--- src/pkg/panel_pkg.sv ---
// Package of constants and types for the two-key panel mode control
// Behaviour
// RULE1 - Short press: next page or value plus one
// RULE2 - Long press: previous page or value minus one
// RULE3 - Both keys held one second toggle mode
// RULE4 - Power-up always starts in display mode
// RULE5 - Display mode: key one selects phase
// RULE6 - Display mode: key two steps measured quantity
// RULE7 - Programming entry asks password when one configured
// RULE8 - Programming shows indicator text, blinks address digits
// RULE9 - Sixty seconds without keys returns to display
// RULE10 - Password is four decimal digits
// RULE11 - Password held at address 500, zero disables
// RULE12 - Delivered with no password set
// RULE13 - Hold time threshold splits short/long, once per press
package panel_pkg;
  // Clock rate in Hz
  localparam int unsigned CLK_HZ = 50000000;
  // Timing figures in milliseconds
  localparam int unsigned LONG_PRESS_MS = 800;
  localparam int unsigned BOTH_HOLD_MS = 1000;
  localparam int unsigned IDLE_TIMEOUT_MS = 60000;
  localparam int unsigned BLINK_HALF_MS = 250;
  // Derived cycle counts (least times round up)
  localparam longint unsigned LONG_PRESS_CYC = (longint'(LONG_PRESS_MS) * CLK_HZ + 999) / 1000;
  localparam longint unsigned BOTH_HOLD_CYC = (longint'(BOTH_HOLD_MS) * CLK_HZ + 999) / 1000;
  localparam longint unsigned IDLE_TIMEOUT_CYC = (longint'(IDLE_TIMEOUT_MS) * CLK_HZ + 999) / 1000;
  localparam longint unsigned BLINK_HALF_CYC = (longint'(BLINK_HALF_MS) * CLK_HZ + 999) / 1000;
  // Parameter address of the display password
  localparam logic [9:0] PASSWORD_ADDR = 10'h1f4;
  // Highest parameter address, stepping wraps past it
  localparam logic [9:0] ADDR_LAST = 10'h3e7;
  // Factory password value: none set
  localparam logic [15:0] PASSWORD_RESET = 16'h0000;
  // Reset values of page selectors
  localparam logic [1:0] PHASE_RESET = 2'h0;
  localparam logic [3:0] QUANTITY_RESET = 4'h0;
  localparam logic [9:0] ADDR_RESET = 10'h000;
  // Panel operating modes
  typedef enum logic [1:0] {MODE_DISPLAY, MODE_PASSWORD, MODE_PROGRAM} panel_mode_t;
  // Decoded key events of one key
  typedef struct packed {
    logic short_press;
    logic long_press;
  } key_event_t;
  // Display driving bundle
  typedef struct packed {
    logic programming_indicator_text;
    logic password_query;
    logic addr_blank;
    logic digit_blank;
    logic [1:0] phase;
    logic [3:0] quantity;
    logic [9:0] addr;
    logic [1:0] digit_sel;
    logic [15:0] value;
  } display_t;
endpackage

--- src/verilog/two_key_panel_mode_control.sv ---
`timescale 1ns/1ps
// Two-key front panel: press decoding, display/programming modes, password, timeout
module two_key_panel_mode_control #(
  parameter longint unsigned LONG_CYC = panel_pkg::LONG_PRESS_CYC,
  parameter longint unsigned BOTH_CYC = panel_pkg::BOTH_HOLD_CYC,
  parameter longint unsigned IDLE_CYC = panel_pkg::IDLE_TIMEOUT_CYC,
  parameter longint unsigned BLINK_CYC = panel_pkg::BLINK_HALF_CYC,
  parameter int unsigned NUM_PHASES = 4,
  parameter int unsigned NUM_QUANTITIES = 12
) (
  input wire logic i_clk,
  input wire logic i_rst_n,
  input wire logic i_key1,
  input wire logic i_key2,
  input wire logic [15:0] i_param_value,
  output panel_pkg::display_t o_display,
  output logic [9:0] o_param_addr,
  output logic [15:0] o_param_wdata,
  output logic o_param_we
);
  import panel_pkg::*;

  // Reset release through two flops
  logic rst_sync1_reg;
  logic rst_n;
  always_ff @(posedge i_clk or negedge i_rst_n) begin
    if (!i_rst_n) begin
      rst_sync1_reg <= 1'b0;
      rst_n <= 1'b0;
    end else begin
      rst_sync1_reg <= 1'b1;
      rst_n <= rst_sync1_reg;
    end
  end

  // Key synchronisers, three stages each
  logic [2:0] k1_sync_reg;
  logic [2:0] k2_sync_reg;
  logic k1_reg;
  logic k2_reg;
  logic k1_next;
  logic k2_next;
  always_comb begin
    // Level changes only when stages two and three agree
    k1_next = (k1_sync_reg[1] == k1_sync_reg[2]) ? k1_sync_reg[2] : k1_reg;
    k2_next = (k2_sync_reg[1] == k2_sync_reg[2]) ? k2_sync_reg[2] : k2_reg;
  end
  // Shift key pins through the synchroniser and hold the accepted level
  always_ff @(posedge i_clk or negedge rst_n) begin
    if (!rst_n) begin
      k1_sync_reg <= 3'h0;
      k2_sync_reg <= 3'h0;
      k1_reg <= 1'b0;
      k2_reg <= 1'b0;
    end else begin
      k1_sync_reg <= {k1_sync_reg[1:0], i_key1};
      k2_sync_reg <= {k2_sync_reg[1:0], i_key2};
      k1_reg <= k1_next;
      k2_reg <= k2_next;
    end
  end

  // Saturating hold counter step
  function automatic logic [31:0] count_up(input logic [31:0] c);
    count_up = (c == 32'hffffffff) ? c : c + 32'h1;
  endfunction

  // Press decoding: hold timers, chord detection, lockout until all released
  logic [31:0] h1_reg; // Cycles key one has been held
  logic [31:0] h1_next; // Next hold count of key one
  logic [31:0] h2_reg; // Cycles key two has been held
  logic [31:0] h2_next; // Next hold count of key two
  logic [31:0] both_reg; // Cycles both keys have been held together
  logic [31:0] both_next; // Next chord count
  logic lock_reg; // Chord seen, single-key actions blocked
  logic lock_next; // Next lockout state
  key_event_t ev1; // Press decoded on key one this cycle
  key_event_t ev2; // Press decoded on key two this cycle
  logic toggle; // Chord reached its hold time this cycle
  always_comb begin
    h1_next = k1_reg ? count_up(h1_reg) : 32'h0;
    h2_next = k2_reg ? count_up(h2_reg) : 32'h0;
    both_next = (k1_reg && k2_reg) ? count_up(both_reg) : 32'h0;
    lock_next = lock_reg;
    ev1 = '0;
    ev2 = '0;
    toggle = 1'b0;
    if (k1_reg && k2_reg) begin
      // Chord suppresses single-key actions until both keys are up
      lock_next = 1'b1;
      toggle = (both_reg == 32'(BOTH_CYC - 1)); // see RULE3
    end else if (lock_reg) begin
      if (!k1_reg && !k2_reg) begin
        lock_next = 1'b0;
      end
    end else begin
      // Act once, on release, classified by hold time; see RULE13
      ev1.short_press = !k1_reg && h1_reg != 32'h0 && h1_reg < 32'(LONG_CYC); // see RULE1
      ev1.long_press = !k1_reg && h1_reg >= 32'(LONG_CYC); // see RULE2
      ev2.short_press = !k2_reg && h2_reg != 32'h0 && h2_reg < 32'(LONG_CYC);
      ev2.long_press = !k2_reg && h2_reg >= 32'(LONG_CYC);
    end
  end
  // Register hold timers and the chord lockout
  always_ff @(posedge i_clk or negedge rst_n) begin
    if (!rst_n) begin
      h1_reg <= 32'h0;
      h2_reg <= 32'h0;
      both_reg <= 32'h0;
      lock_reg <= 1'b0;
    end else begin
      h1_reg <= h1_next;
      h2_reg <= h2_next;
      both_reg <= both_next;
      lock_reg <= lock_next;
    end
  end

  // Any key activity restarts the idle timer
  logic any_key;
  assign any_key = k1_reg | k2_reg;

  // Mode, selectors, editing and timers
  panel_mode_t mode_reg; // Current panel mode
  panel_mode_t mode_next; // Mode for the next cycle
  logic [1:0] phase_reg; // Phase shown in display mode
  logic [1:0] phase_next; // Next phase selection
  logic [3:0] quant_reg; // Measured quantity shown in display mode
  logic [3:0] quant_next; // Next quantity selection
  logic [9:0] addr_reg; // Selected parameter address
  logic [9:0] addr_next; // Next parameter address
  logic [1:0] digit_reg; // Digit being edited, zero is the lowest
  logic [1:0] digit_next; // Next edited digit
  logic [15:0] entry_reg; // Password typed so far, BCD
  logic [15:0] entry_next; // Next typed password
  logic [15:0] pw_reg; // Stored display password, zero means none
  logic [15:0] pw_next; // Next stored password
  logic [63:0] idle_reg; // Quiet cycles outside display mode, wide enough for the full timeout
  logic [63:0] idle_next; // Next idle count
  logic [31:0] blink_cnt_reg; // Cycles into the current blink half
  logic [31:0] blink_cnt_next; // Next blink count
  logic blink_reg; // Blink phase, high blanks the flashing digits
  logic blink_next; // Next blink phase
  logic [15:0] shown_reg; // Value on the display, held in a register
  logic [15:0] shown_next; // Next displayed value
  logic we_next; // Write strobe for the next cycle
  logic [15:0] wdata_next; // Write data for the next cycle
  logic up; // Short press on either key
  logic down; // Long press on either key

  // One decimal digit of a BCD word stepped up or down with wrap
  function automatic logic [15:0] bcd_step(input logic [15:0] v, input logic [1:0] d, input logic inc);
    logic [3:0] n;
    logic [15:0] r;
    n = v[d*4 +: 4];
    r = v;
    if (inc) begin
      n = (n >= 4'h9) ? 4'h0 : n + 4'h1;
    end else begin
      n = (n == 4'h0) ? 4'h9 : n - 4'h1;
    end
    r[d*4 +: 4] = n;
    return r;
  endfunction

  always_comb begin
    mode_next = mode_reg;
    phase_next = phase_reg;
    quant_next = quant_reg;
    addr_next = addr_reg;
    digit_next = digit_reg;
    entry_next = entry_reg;
    pw_next = pw_reg;
    we_next = 1'b0;
    wdata_next = entry_reg;
    up = ev1.short_press | ev2.short_press;
    down = ev1.long_press | ev2.long_press;
    // Idle timer runs only outside display mode and stops at its limit
    idle_next = idle_reg;
    if (any_key || mode_reg == MODE_DISPLAY) begin
      idle_next = 64'h0;
    end else if (idle_reg < IDLE_CYC) begin
      idle_next = idle_reg + 64'h1;
    end
    // Free-running blink phase for the flashing digits
    blink_cnt_next = (blink_cnt_reg >= 32'(BLINK_CYC - 1)) ? 32'h0 : blink_cnt_reg + 32'h1;
    blink_next = (blink_cnt_reg >= 32'(BLINK_CYC - 1)) ? !blink_reg : blink_reg;
    case (mode_reg)
      MODE_DISPLAY: begin
        if (toggle) begin
          digit_next = 2'h0;
          entry_next = 16'h0000;
          // Ask for the password only when one is stored; see RULE7 RULE11
          mode_next = (pw_reg != 16'h0000) ? MODE_PASSWORD : MODE_PROGRAM;
          addr_next = ADDR_RESET;
        end else begin
          // Key one pages phases, key two pages quantities; see RULE5 RULE6
          if (ev1.short_press) begin
            phase_next = (32'(phase_reg) >= NUM_PHASES - 1) ? 2'h0 : phase_reg + 2'h1; // see RULE1
          end else if (ev1.long_press) begin
            phase_next = (phase_reg == 2'h0) ? 2'(NUM_PHASES - 1) : phase_reg - 2'h1; // see RULE2
          end
          if (ev2.short_press) begin
            quant_next = (32'(quant_reg) >= NUM_QUANTITIES - 1) ? 4'h0 : quant_reg + 4'h1;
          end else if (ev2.long_press) begin
            quant_next = (quant_reg == 4'h0) ? 4'(NUM_QUANTITIES - 1) : quant_reg - 4'h1;
          end
        end
      end
      MODE_PASSWORD: begin
        // Key one steps the digit, key two moves to the next digit
        if (toggle || idle_reg >= IDLE_CYC) begin
          mode_next = MODE_DISPLAY; // see RULE9
        end else if (ev1.short_press || ev1.long_press) begin
          entry_next = bcd_step(entry_reg, digit_reg, ev1.short_press); // see RULE10
        end else if (ev2.short_press) begin
          if (digit_reg == 2'h3) begin
            mode_next = (entry_reg == pw_reg) ? MODE_PROGRAM : MODE_DISPLAY;
            digit_next = 2'h0;
          end else begin
            digit_next = digit_reg + 2'h1;
          end
        end
      end
      MODE_PROGRAM: begin
        if (toggle || idle_reg >= IDLE_CYC) begin
          mode_next = MODE_DISPLAY; // see RULE3 RULE9
        end else begin
          // Key one steps the address, key two edits a digit of the value and stores it
          if (ev1.short_press) begin
            addr_next = (addr_reg == ADDR_LAST) ? ADDR_RESET : addr_reg + 10'h1; // see RULE1
          end else if (ev1.long_press) begin
            addr_next = (addr_reg == ADDR_RESET) ? ADDR_LAST : addr_reg - 10'h1; // see RULE2
          end
          if (up || down) begin
            entry_next = i_param_value;
          end
          if (ev2.short_press || ev2.long_press) begin
            wdata_next = bcd_step(i_param_value, digit_reg, ev2.short_press);
            we_next = 1'b1;
            if (addr_reg == PASSWORD_ADDR) begin
              pw_next = wdata_next; // see RULE11
            end
          end
        end
      end
      default: begin
        // Unused encoding falls back to display mode
        mode_next = MODE_DISPLAY;
      end
    endcase
    // Shown value follows the mode being entered: typed password or stored content
    shown_next = (mode_next == MODE_PASSWORD) ? entry_next : i_param_value;
  end

  logic we_reg; // One-cycle write strobe
  logic [15:0] wdata_reg; // Data of the pending write
  // Register mode, selectors, timers and the write port
  always_ff @(posedge i_clk or negedge rst_n) begin
    if (!rst_n) begin
      mode_reg <= MODE_DISPLAY; // see RULE4
      phase_reg <= PHASE_RESET;
      quant_reg <= QUANTITY_RESET;
      addr_reg <= ADDR_RESET;
      digit_reg <= 2'h0;
      entry_reg <= 16'h0000;
      pw_reg <= PASSWORD_RESET; // see RULE12
      idle_reg <= 64'h0;
      blink_cnt_reg <= 32'h0;
      blink_reg <= 1'b0;
      we_reg <= 1'b0;
      wdata_reg <= 16'h0000;
      shown_reg <= 16'h0000;
    end else begin
      mode_reg <= mode_next;
      phase_reg <= phase_next;
      quant_reg <= quant_next;
      addr_reg <= addr_next;
      digit_reg <= digit_next;
      entry_reg <= entry_next;
      pw_reg <= pw_next;
      idle_reg <= idle_next;
      blink_cnt_reg <= blink_cnt_next;
      blink_reg <= blink_next;
      we_reg <= we_next;
      wdata_reg <= wdata_next;
      shown_reg <= shown_next;
    end
  end

  // Display bundle from registers; indicator steady and address blinking in programming
  always_comb begin
    o_display = '0;
    o_display.programming_indicator_text = (mode_reg == MODE_PROGRAM); // see RULE8
    o_display.addr_blank = (mode_reg == MODE_PROGRAM) && blink_reg; // see RULE8
    o_display.password_query = (mode_reg == MODE_PASSWORD);
    o_display.digit_blank = (mode_reg == MODE_PASSWORD) && blink_reg;
    o_display.phase = phase_reg;
    o_display.quantity = quant_reg;
    o_display.addr = addr_reg;
    o_display.digit_sel = digit_reg;
    o_display.value = shown_reg; // see RULE10
  end
  // Parameter store port straight from registers
  assign o_param_addr = addr_reg;
  assign o_param_wdata = wdata_reg;
  assign o_param_we = we_reg;
endmodule

--- config.mk ---
export PLATFORM = sky130hd
export DESIGN_NAME = two_key_panel_mode_control
export DESIGN_NICKNAME = d
export VERILOG_FILES = /design/src/pkg/panel_pkg.sv /design/src/verilog/two_key_panel_mode_control.sv
export SDC_FILE = /design/constraint.sdc
export NUM_CORES = 1
export LEC_CHECK = 0
export ABC_AREA = 1
export BUFFER_PORTS_ARGS = -buffer_cell sky130_fd_sc_hd__buf_2
export CORE_UTILIZATION = 45
export CTS_BUF_LIST = sky130_fd_sc_hd__clkbuf_2 sky130_fd_sc_hd__clkbuf_4 sky130_fd_sc_hd__clkbuf_8
export DETAILED_ROUTE_END_ITERATION = 6
export PLACE_DENSITY = 0.68
export SLEW_MARGIN = 15
export SYNTH_ARGS = -nofsm -noshare
export SYNTH_HDL_FRONTEND = slang
export SYNTH_SLANG_ARGS = --single-unit
--- constraint.sdc ---
create_clock -name i_clk -period 8.1 [get_ports i_clk]
set_clock_uncertainty 0.05 [all_clocks]
set_input_delay 0.81 -clock i_clk [delete_from_list [all_inputs] [get_ports i_clk]]
set_output_delay 0.81 -clock i_clk [all_outputs]
set_load 0.1 [all_outputs]
==> results.json, run 1 <==
{
  "min_period_ns": 3.64,
  "htreeDepth": 2,
  "layout_commonest_cell": "nand2_1",
  "tightest_slew_ns": 0.993,
  "ir_drop_mv": 0.208,
  "max_freq_mhz": 275,
  "final_util_pct": 51.0,
  "worstPathRequired_ns": 8.62,
  "path_clk_slew_ns": 0.06,
  "cts-buffers-inserted": 51,
  "whs_ns": 0.280,
  "relSlewSlack_pct": 33.8,
  "drv_slew": 0,
  "synth_top_family_by_area": "simple AND/OR/NAND/NOR gates",
  "async_flop_share_pct": 100,
  "insertion_delay_ns": 0.63,
  "powerDensity_nw_per_um2": 183,
  "ys_ff_latch": 289,
  "io_pins": 85,
  "routabilityCongestion": 0.959,
  "synth_compound_area_share_pct": 10.3,
  "drc": 0,
  "power_mw": 3.50,
  "ys_types": 65,
  "nFillCells": 3669,
  "synthMuxAreaShare_pct": 0,
  "cts_tree": "yes",
  "pre_cts_slack_ns": 4.62,
  "cp-end-kind": "flip-flop",
  "hold_viol": 0,
  "hp-class": "input port to flip-flop",
  "synth_adder_area_share_pct": 2.23,
  "worst_ep_arrival_time_ns": 4.16,
  "synthXorXnorAreaFrac_pct": 2.24,
  "fp.dieW_um": 197,
  "fin_area_um2": 19200,
  "syn_area_um2": 17200,
  "postCtsResizedCells": 0,
  "coreArea_um2": 37600,
  "synth_edf_count": 0,
  "avgSynthCellArea_um2": 7.43,
  "area_growth_pct": 11.6,
  "fin_ws_ns": 4.46,
  "synthSimpleGateAreaFrac_pct": 34.1,
  "fp.dieH_um": 197,
  "dp_cells": 2865,
  "grt_pass1_wl_um": 75900,
  "post-route-period-util_pct": 44.9,
  "vias_per_cell": 5.29,
  "crit_path_max_incr_delay_ns": 0.98,
  "rsz0062_at_grt": "false",
  "start_util_pct": 45.7,
  "p_leak_nw": 8.95,
  "cts_buffer_depth": 3,
  "dr.pass1.iters": 5,
  "yosysWarnings": 0,
  "critPathSlowestCell": "dfrtp_1",
  "vias": 15700,
  "status": "completed",
  "grt_pass1_vias": 15300,
  "path_cells": "inv_1 -> ha_1 -> nor4_2 -> nand4_1 -> nand2_1 -> nand2_1 -> nand3_1 -> nand2_1 -> nand2_1",
  "fin_cells": 2960,
  "grt_max_degree": 152,
  "worstPathMaxFanout": 33,
  "placed_area_um2": 18000,
  "die_area_um2": 39000,
  "track_usage_pct": 24.1,
  "cts_root_buffer": "clkbuf_8",
  "antenna_found_initial": 0,
  "detail-route-antenna-nets": 0,
  "largest_register_ff_count": 64,
  "dp_hpwl_um": 32900,
  "num_rows": 71,
  "wl_per_cell_um": 15.4,
  "synth_cells": 2312,
  "synth_ff_type": "dfrtp_1",
  "layout.nets": 2457,
  "portBuffers": 84,
  "drv_cap": 0,
  "cts_num_sinks": 289,
  "ctsHoldBuffers": 1,
  "cpMostUsedCell": "nand2_1",
  "drtIter0Drc": 1178,
  "ys_seq_area_share_pct": 42.1,
  "grt-ovfl-total": 0,
  "most-common-layout-cells": "nand2_1 (588), inv_1 (298), dfrtp_1 (288)",
  "diodes": 0,
  "tns_ns": 0,
  "post_cts_buffers": 0,
  "drive_gt1_share_pct": 12.9,
  "crit_type": "flip-flop to flip-flop",
  "startpoint_type": "flip-flop",
  "route.final.wire_length_um": 45600,
  "setup_violations": 0
}
Yosys cell counts (21+ instances only):
cell | count | area share [%]
nand3_1 | 155 | 4.5
xor2_1 | 27 | 1.4
nand4_1 | 64 | 2.3
ha_1 | 29 | 2.1
clkbuf_1 | 21 | 0.46
o21ai_0 | 130 | 3.8
nor2_1 | 245 | 5.4
nand2_1 | 588 | 13
nor4_1 | 27 | 0.98
inv_1 | 298 | 6.5
nor3_1 | 87 | 2.5
dfrtp_1 | 289 | 42
a21oi_1 | 87 | 2.5
path summary, 6_finish.rpt:
kind / startpoint / end / slack [ns] / cells after the start
worst max-delay path: digit_reg[0]$_DFFE_PN0P_ / shown_reg[1]$_DFF_PN0_ / 4.46 / 9
worst min-delay path: i_key1 / k1_sync_reg[0]$_DFF_PN0_ / 0.28 / 1
worst max register to register: digit_reg[0]$_DFFE_PN0P_ / shown_reg[1]$_DFF_PN0_ / 4.46 / 9
worst min register to register: k2_sync_reg[0]$_DFF_PN0_ / k2_sync_reg[1]$_DFF_PN0_ / 0.30 / 0
max in group asynchronous: rst_n$_DFF_PN0_ / pw_reg[9]$_DFFE_PN0P_ / 6.18 / 1
min in group asynchronous: rst_n$_DFF_PN0_ / blink_cnt_reg[23]$_DFF_PN0_ / 0.45 / 0
critical path, delay by kind of cell (launching register included):
kind / cells / cell delay, ns
DFF: 1 / 0.98
and+or+nand+nor: 7 / 1.36
adders and majority gates: 1 / 0.54
buffers and inverters: 1 / 0.62
kinds of logic after synthesis:
kind of cell	after synthesis
other	2
and+or+nand+nor	1266
xor gates and xnor gates	44
DFF	289
adders and majority gates	31
buffers and inverters	372
AOI/OAI and AO/OA	308
routing by layer:
layer  track usage [%]  vias up  share of wire (%)
li1                  -     7737                  -
met1              33.3     7370                 46
met2              37.2      482                 44
met3              5.11       79                7.4
met4              8.67        0                2.2
met5                 0        -                  0
final cells by class:
| type | instances | area [um^2] | share of cell area (%) |
|---|---|---|---|
| Inverter | 316 | 1200 | 6.26 |
| Sequential cell | 289 | 7240 | 37.7 |
| Clock inverter | 15 | 159 | 0.828 |
| Multi-Input combinational cell | 1658 | 8430 | 44.0 |
| Clock buffer | 79 | 1020 | 5.31 |
| Tap cell | 511 | 639 | 3.33 |
| Timing Repair Buffer | 92 | 495 | 2.58 |
where the power goes:
part / switching, mW / internal, mW / total [mW]
logic: 0.350 / 0.0989 / 0.449
clock network: 0.636 / 0.898 / 1.53
registers: 0.0442 / 1.48 / 1.52
Note: power is estimated with default switching activity, not from simulation.
==> run 2, diff against run 1 <==
PLACE_DENSITY = 0.66   (was 0.68)
clock period = 3.8 ns   (was 8.1 ns; I/O delays follow)
==> run 2 against run 1 <==
Net effect:
- routed wire length is 1.4% lower
- first-iteration DRC count is 1.1% lower
- cell count is 0.47% higher
- hold slack worse by 0.18 ns
- fmax is 18% higher
- non-clock buffer count is 24 higher
- setup slack worse by 3.8 ns
- flip-flop and latch count stayed put
- core utilization is 0.24 points higher
- largest power group is now registers
- global-route usage is 0.32 points lower
- sequential power is 110% higher
==> results.json, run 2 (same netlist as run 1, synthesis figures left out) <==
{
  "r2r-start": "digit_reg[1]$_DFFE_PN0P_",
  "cts_num_sinks": 289,
  "grt-ovfl-total": 0,
  "track_usage_pct": 23.8,
  "cp-end-kind": "flip-flop",
  "routabilityCongestion": 0.937,
  "start_util_pct": 45.7,
  "diodes": 0,
  "fp.dieW_um": 197,
  "die_area_um2": 39000,
  "drc": 0,
  "drv_cap": 0,
  "tns_ns": 0,
  "layout_commonest_cell": "nand2_1",
  "hold_end": "shown_reg[0]$_DFF_PN0_",
  "cts_root_buffer": "clkbuf_8",
  "rsz0062_at_grt": "false",
  "most-common-layout-cells": "nand2_1 (588), inv_1 (298), dfrtp_1 (288)",
  "path_clk_slew_ns": 0.06,
  "worstPathRequired_ns": 4.28,
  "max_freq_mhz": 323,
  "setup_violations": 0,
  "min_period_ns": 3.09,
  "htreeDepth": 2,
  "tightest_slew_ns": 0.806,
  "status": "completed",
  "wl_per_cell_um": 15.1,
  "fin_area_um2": 19300,
  "dp_cells": 2871,
  "holdPathStages": 3,
  "detail-route-antenna-nets": 0,
  "cpMostUsedCell": "nand2_1",
  "placed_area_um2": 18100,
  "powerDensity_nw_per_um2": 371,
  "antenna_found_initial": 0,
  "vias": 15700,
  "r2r_slack_ns": 0.71,
  "hold_viol": 0,
  "dr.pass1.iters": 6,
  "layout.nets": 2480,
  "ff2ff_path_depth": 13,
  "post-route-period-util_pct": 81.4,
  "grt_pass1_vias": 15200,
  "power_mw": 7.14,
  "path_cells": "inv_1 -> a21oi_1 -> o21ai_0 -> nand2_1 -> ha_1 -> nand2_1 -> o21ai_2 -> nand2_1 -> o21ai_2 -> nand4_1 -> o21ai_0 -> nand2_1 -> nand2_1",
  "grt_pass1_wl_um": 75200,
  "min-delay-start": "i_param_value[0]",
  "num_rows": 71,
  "coreArea_um2": 37600,
  "grt_max_degree": 71,
  "ir_drop_mv": 0.518,
  "cts-buffers-inserted": 50,
  "cts_tree": "yes",
  "drive_gt1_share_pct": 12.6,
  "insertion_delay_ns": 0.62,
  "portBuffers": 84,
  "p_leak_nw": 8.99,
  "drv_slew": 0,
  "relSlewSlack_pct": 46.3,
  "crit_type": "flip-flop to flip-flop",
  "largest_register_ff_count": 64,
  "cts_buffer_depth": 3,
  "worst_ep_arrival_time_ns": 3.57,
  "io_pins": 85,
  "dp_hpwl_um": 32900,
  "whs_ns": 0.0988,
  "startpoint_type": "flip-flop",
  "vias_per_cell": 5.28,
  "r2r_end": "pw_reg[14]$_DFFE_PN0P_",
  "fp.dieH_um": 197,
  "critPathSlowestCell": "dfrtp_1",
  "drtIter0Drc": 1165,
  "fin_cells": 2974,
  "hp-class": "input port to flip-flop",
  "area_growth_pct": 12.2,
  "worstPathMaxFanout": 16,
  "crit_path_max_incr_delay_ns": 0.68,
  "route.final.wire_length_um": 45000
}
==> run 2: cell types whose count changed in the layout (fill, tap and decap cells not counted) <==
cell | before | now
buf_12 | 1 | 3
buf_4 | 6 | 10
bufinv_16 | 3 | 1
clkbuf_4 | 11 | 20
clkbuf_8 | 68 | 59
clkinv_2 | 10 | 3
clkinvlp_4 | 1 | 0
dlygate4sd3_1 | 1 | 19
inv_6 | 2 | 3
inv_8 | 1 | 0
==> run 2: power by group <==
| group | total [mW] | leakage, nW | switching [mW] | internal, mW |
|---|---|---|---|---|
| Sequential | 3.24 | 3.93 | 0.0934 | 3.14 |
| Clock | 2.92 | 0.547 | 1.26 | 1.66 |
| Combinational | 0.982 | 4.51 | 0.753 | 0.228 |
| Total | 7.14 | 8.99 | 2.11 | 5.03 |
==> run 2: how the worst max path moves through the flow <==
| stage | startpoint | end | slack, ns |
|---|---|---|---|
| detailed placement | digit_reg[1]$_DFFE_PN0P_ | pw_reg[14]$_DFFE_PN0P_ | 0.80 |
| finish | digit_reg[1]$_DFFE_PN0P_ | pw_reg[14]$_DFFE_PN0P_ | 0.71 |
| floorplan | digit_reg[0]$_DFFE_PN0P_ | shown_reg[5]$_DFF_PN0_ | 0.84 |
| global route | digit_reg[1]$_DFFE_PN0P_ | shown_reg[4]$_DFF_PN0_ | 0.48 |
| CTS | digit_reg[1]$_DFFE_PN0P_ | pw_reg[14]$_DFFE_PN0P_ | 0.78 |
| global placement | digit_reg[1]$_DFFE_PN0P_ | o_param_wdata[14]$_DFF_PN0_ | 0.83 |
==> run 2: cell type report <==
class / instances / area (um^2)
inverter: 316 / 1200
multi-input combinational: 1658 / 8430
sequential: 289 / 7240
clock buffer: 79 / 962
tap: 511 / 639
timing repair buffer: 116 / 746
clock inverter: 5 / 53.8
fill: 3714 / 18300
==> run 2: layer usage <==
metal	track usage (%)	wire, um	up-vias
met5	0	0	-
met2	37.1	20100	424
met3	4.39	2720	88
met4	6.95	972	0
met1	33.5	21200	7430
li1	-	-	7773
==> run 2: what timing repair did <==
action                                 in CTS  in global routing
buffers inserted                            0                  0
gates resized for setup                     0                  0
endpoints found under the hold margin      19                  0
hold buffers                               19                  0
==> run 2: metrics by stage <==
stage                     setup slack [ns]  utilization (%)
after floorplan                      0.845                -
after global placement               0.834             48.1
after detailed placement             0.799             48.1
after CTS                            0.778             51.3
after global routing                 0.477             51.3
final                                0.707             51.3
==> run 2: critical path: cells and delay by family, from the launching register on <==
kind	cells	cell delay, ns
AOI/OAI and AO/OA	5	0.96
adders and majority gates	1	0.23
buffers and inverters	1	0.38
DFF	1	0.68
and+or+nand+nor	6	0.70
==> run 3, diff against run 2 <==
PLACE_DENSITY = 0.68   (was 0.66)
clock period = 2.5 ns   (was 3.8 ns; I/O delays follow)
==> run 3 against run 2 <==
Net effect:
- the flow now finishes with violations (DRC)
- hold slack better by 0.069 ns
- clock power rose by 70%
- core utilization grew 3.0 points
- cell count increased by 2.8%
- largest power group is now the clock network
- die area stayed put
- global-route usage is 1.6 points higher
- critical endpoint is now o_param_wdata[5]$_DFF_PN0_
- sequential power rose by 51%
==> results.json, run 3 (same netlist as run 1, synthesis figures left out) <==
{
  "status": "finished, violations left",
  "violations": "DRC",
  "crit_path_max_incr_delay_ns": 0.41,
  "htreeDepth": 2,
  "tns_ns": 0,
  "route.final.wire_length_um": 48700,
  "cpMostUsedCell": "nand2_1",
  "dp_cells": 2928,
  "regArea_um2": 7240,
  "power_mw": 11.5,
  "p_leak_nw": 9.56,
  "nFillCells": 3544,
  "track_usage_pct": 25.4,
  "startpoint_type": "flip-flop",
  "largest_register_ff_count": 64,
  "cts_num_sinks": 289,
  "setup_violations": 0,
  "post-route-period-util_pct": 98.3,
  "grt_pass1_vias": 15800,
  "drive_gt1_share_pct": 17.9,
  "drc": 5,
  "drv_cap": 0,
  "dp_hpwl_um": 35500,
  "layout.nets": 2552,
  "ir_drop_mv": 0.606,
  "num_rows": 71,
  "cts_tree": "yes",
  "worstPathRequired_ns": 2.98,
  "powerDensity_nw_per_um2": 564,
  "drv_slew": 0,
  "whs_ns": 0.168,
  "cts_buffer_depth": 3,
  "path_clk_slew_ns": 0.07,
  "cp-end-kind": "flip-flop",
  "rsz0062_at_grt": "true",
  "worst_ep_arrival_time_ns": 2.94,
  "max_freq_mhz": 407,
  "vias": 16300,
  "worstPathMaxFanout": 8,
  "critPathSlowestCell": "dfrtp_1",
  "vias_per_cell": 5.33,
  "start_util_pct": 45.7,
  "die_area_um2": 39000,
  "io_pins": 85,
  "relSlewSlack_pct": 54.7,
  "detail-route-antenna-nets": 0,
  "fp.dieH_um": 197,
  "placed_area_um2": 18600,
  "min_period_ns": 2.46,
  "multi_input_area_um2": 8750,
  "hold_viol": 0,
  "hp-class": "flip-flop to async pin",
  "insertion_delay_ns": 0.65,
  "antenna_found_initial": 1,
  "fp.dieW_um": 197,
  "portBuffers": 84,
  "diodes": 0,
  "layout_commonest_cell": "nand2_1",
  "cts-buffers-inserted": 52,
  "fin_cells": 3057,
  "drtIter0Drc": 1144,
  "path_cells": "clkinvlp_4 -> a21oi_2 -> o21ai_2 -> nand2_2 -> ha_4 -> nand2_2 -> nor2_1 -> inv_1 -> o21ai_0 -> nand2_1 -> nand3_2 -> nor2_2 -> nand2_1 -> o21ai_2 -> nand2_1 -> nand2_1",
  "grt_pass1_wl_um": 79200,
  "wl_per_cell_um": 15.9,
  "area_growth_pct": 18.8,
  "dr.pass1.iters": 7,
  "most-common-layout-cells": "nand2_1 (576), inv_1 (294), dfrtp_1 (287)",
  "fin_area_um2": 20400,
  "grt-ovfl-total": 0,
  "tightest_slew_ns": 0.673,
  "cts_root_buffer": "clkbuf_8",
  "crit_type": "flip-flop to flip-flop",
  "grt_max_degree": 80,
  "routabilityCongestion": 0.978,
  "coreArea_um2": 37600
}
-- run 3: final timing paths --
kind,endpoint,slack [ns],startpoint,depth (start not counted)
min in group i_clk,k2_sync_reg[0]$_DFF_PN0_,0.21,i_key2,2
worst min register to register,idle_reg[9]$_DFFE_PN0P_,0.17,rst_n$_DFF_PN0_,0
worst max register to register,o_param_wdata[5]$_DFF_PN0_,0.04,digit_reg[1]$_DFFE_PN0P_,16
worst min-delay path,idle_reg[9]$_DFFE_PN0P_,0.17,rst_n$_DFF_PN0_,0
max in group asynchronous,blink_cnt_reg[25]$_DFF_PN0_,1.35,rst_n$_DFF_PN0_,2
worst max-delay path,o_param_wdata[5]$_DFF_PN0_,0.04,digit_reg[1]$_DFFE_PN0P_,16
-- run 3: area by class of cell --
cell class                 count  share of cell area [%]
clock buffer                  84                    5.30
clock inverter                13                   0.533
inverter                     316                    5.91
multi-input combinational   1658                    42.9
sequential                   289                    35.4
tap                          511                    3.13
timing repair buffer         186                    6.81
-- run 3: power breakdown --
group	internal (mW)	total (mW)	switching, mW
clock network	2.86	4.95	2.10
logic	0.426	1.66	1.24
registers	4.78	4.89	0.108
total	8.06	11.5	3.44
-- run 3: repair_timing --
item | CTS | global route
cloned | 0 | 1
pin swaps | 1 | 27
gates resized for setup | 3 | 96
buffers inserted | 3 | 8
setup endpoints to repair | 10 | 87
hold endpoints to repair | 41 | 0
hold buffers | 20 | 0
-- run 3: metal layers --
layer  share of wire [%]  GRT usage [%]  up-vias
met5               0.037              0        -
met1                  45           35.3     7620
met2                  44           39.2      611
met4                 3.0           8.64        2
li1                    -              -     7929
met3                 8.1           5.24      135
-- run 3: worst max-delay path, delay by kind of cell (launching register included) --
kind | cells | cell delay (ns)
simple gates | 9 | 0.90
compound gates | 4 | 0.46
flops | 1 | 0.41
fa+ha+maj | 1 | 0.17
buf+inv | 2 | 0.33
-- run 3: metrics by stage --
| step | util [%] | setup slack [ns] |
|---|---|---|
| final | 54.3 | 0.0416 |
| after floorplan | - | -0.455 |
| after detailed placement | 49.4 | -0.0686 |
| after CTS | 53.2 | 0.00978 |
| after global placement | 49.4 | 0.00725 |
| after global routing | 54.3 | -0.0713 |
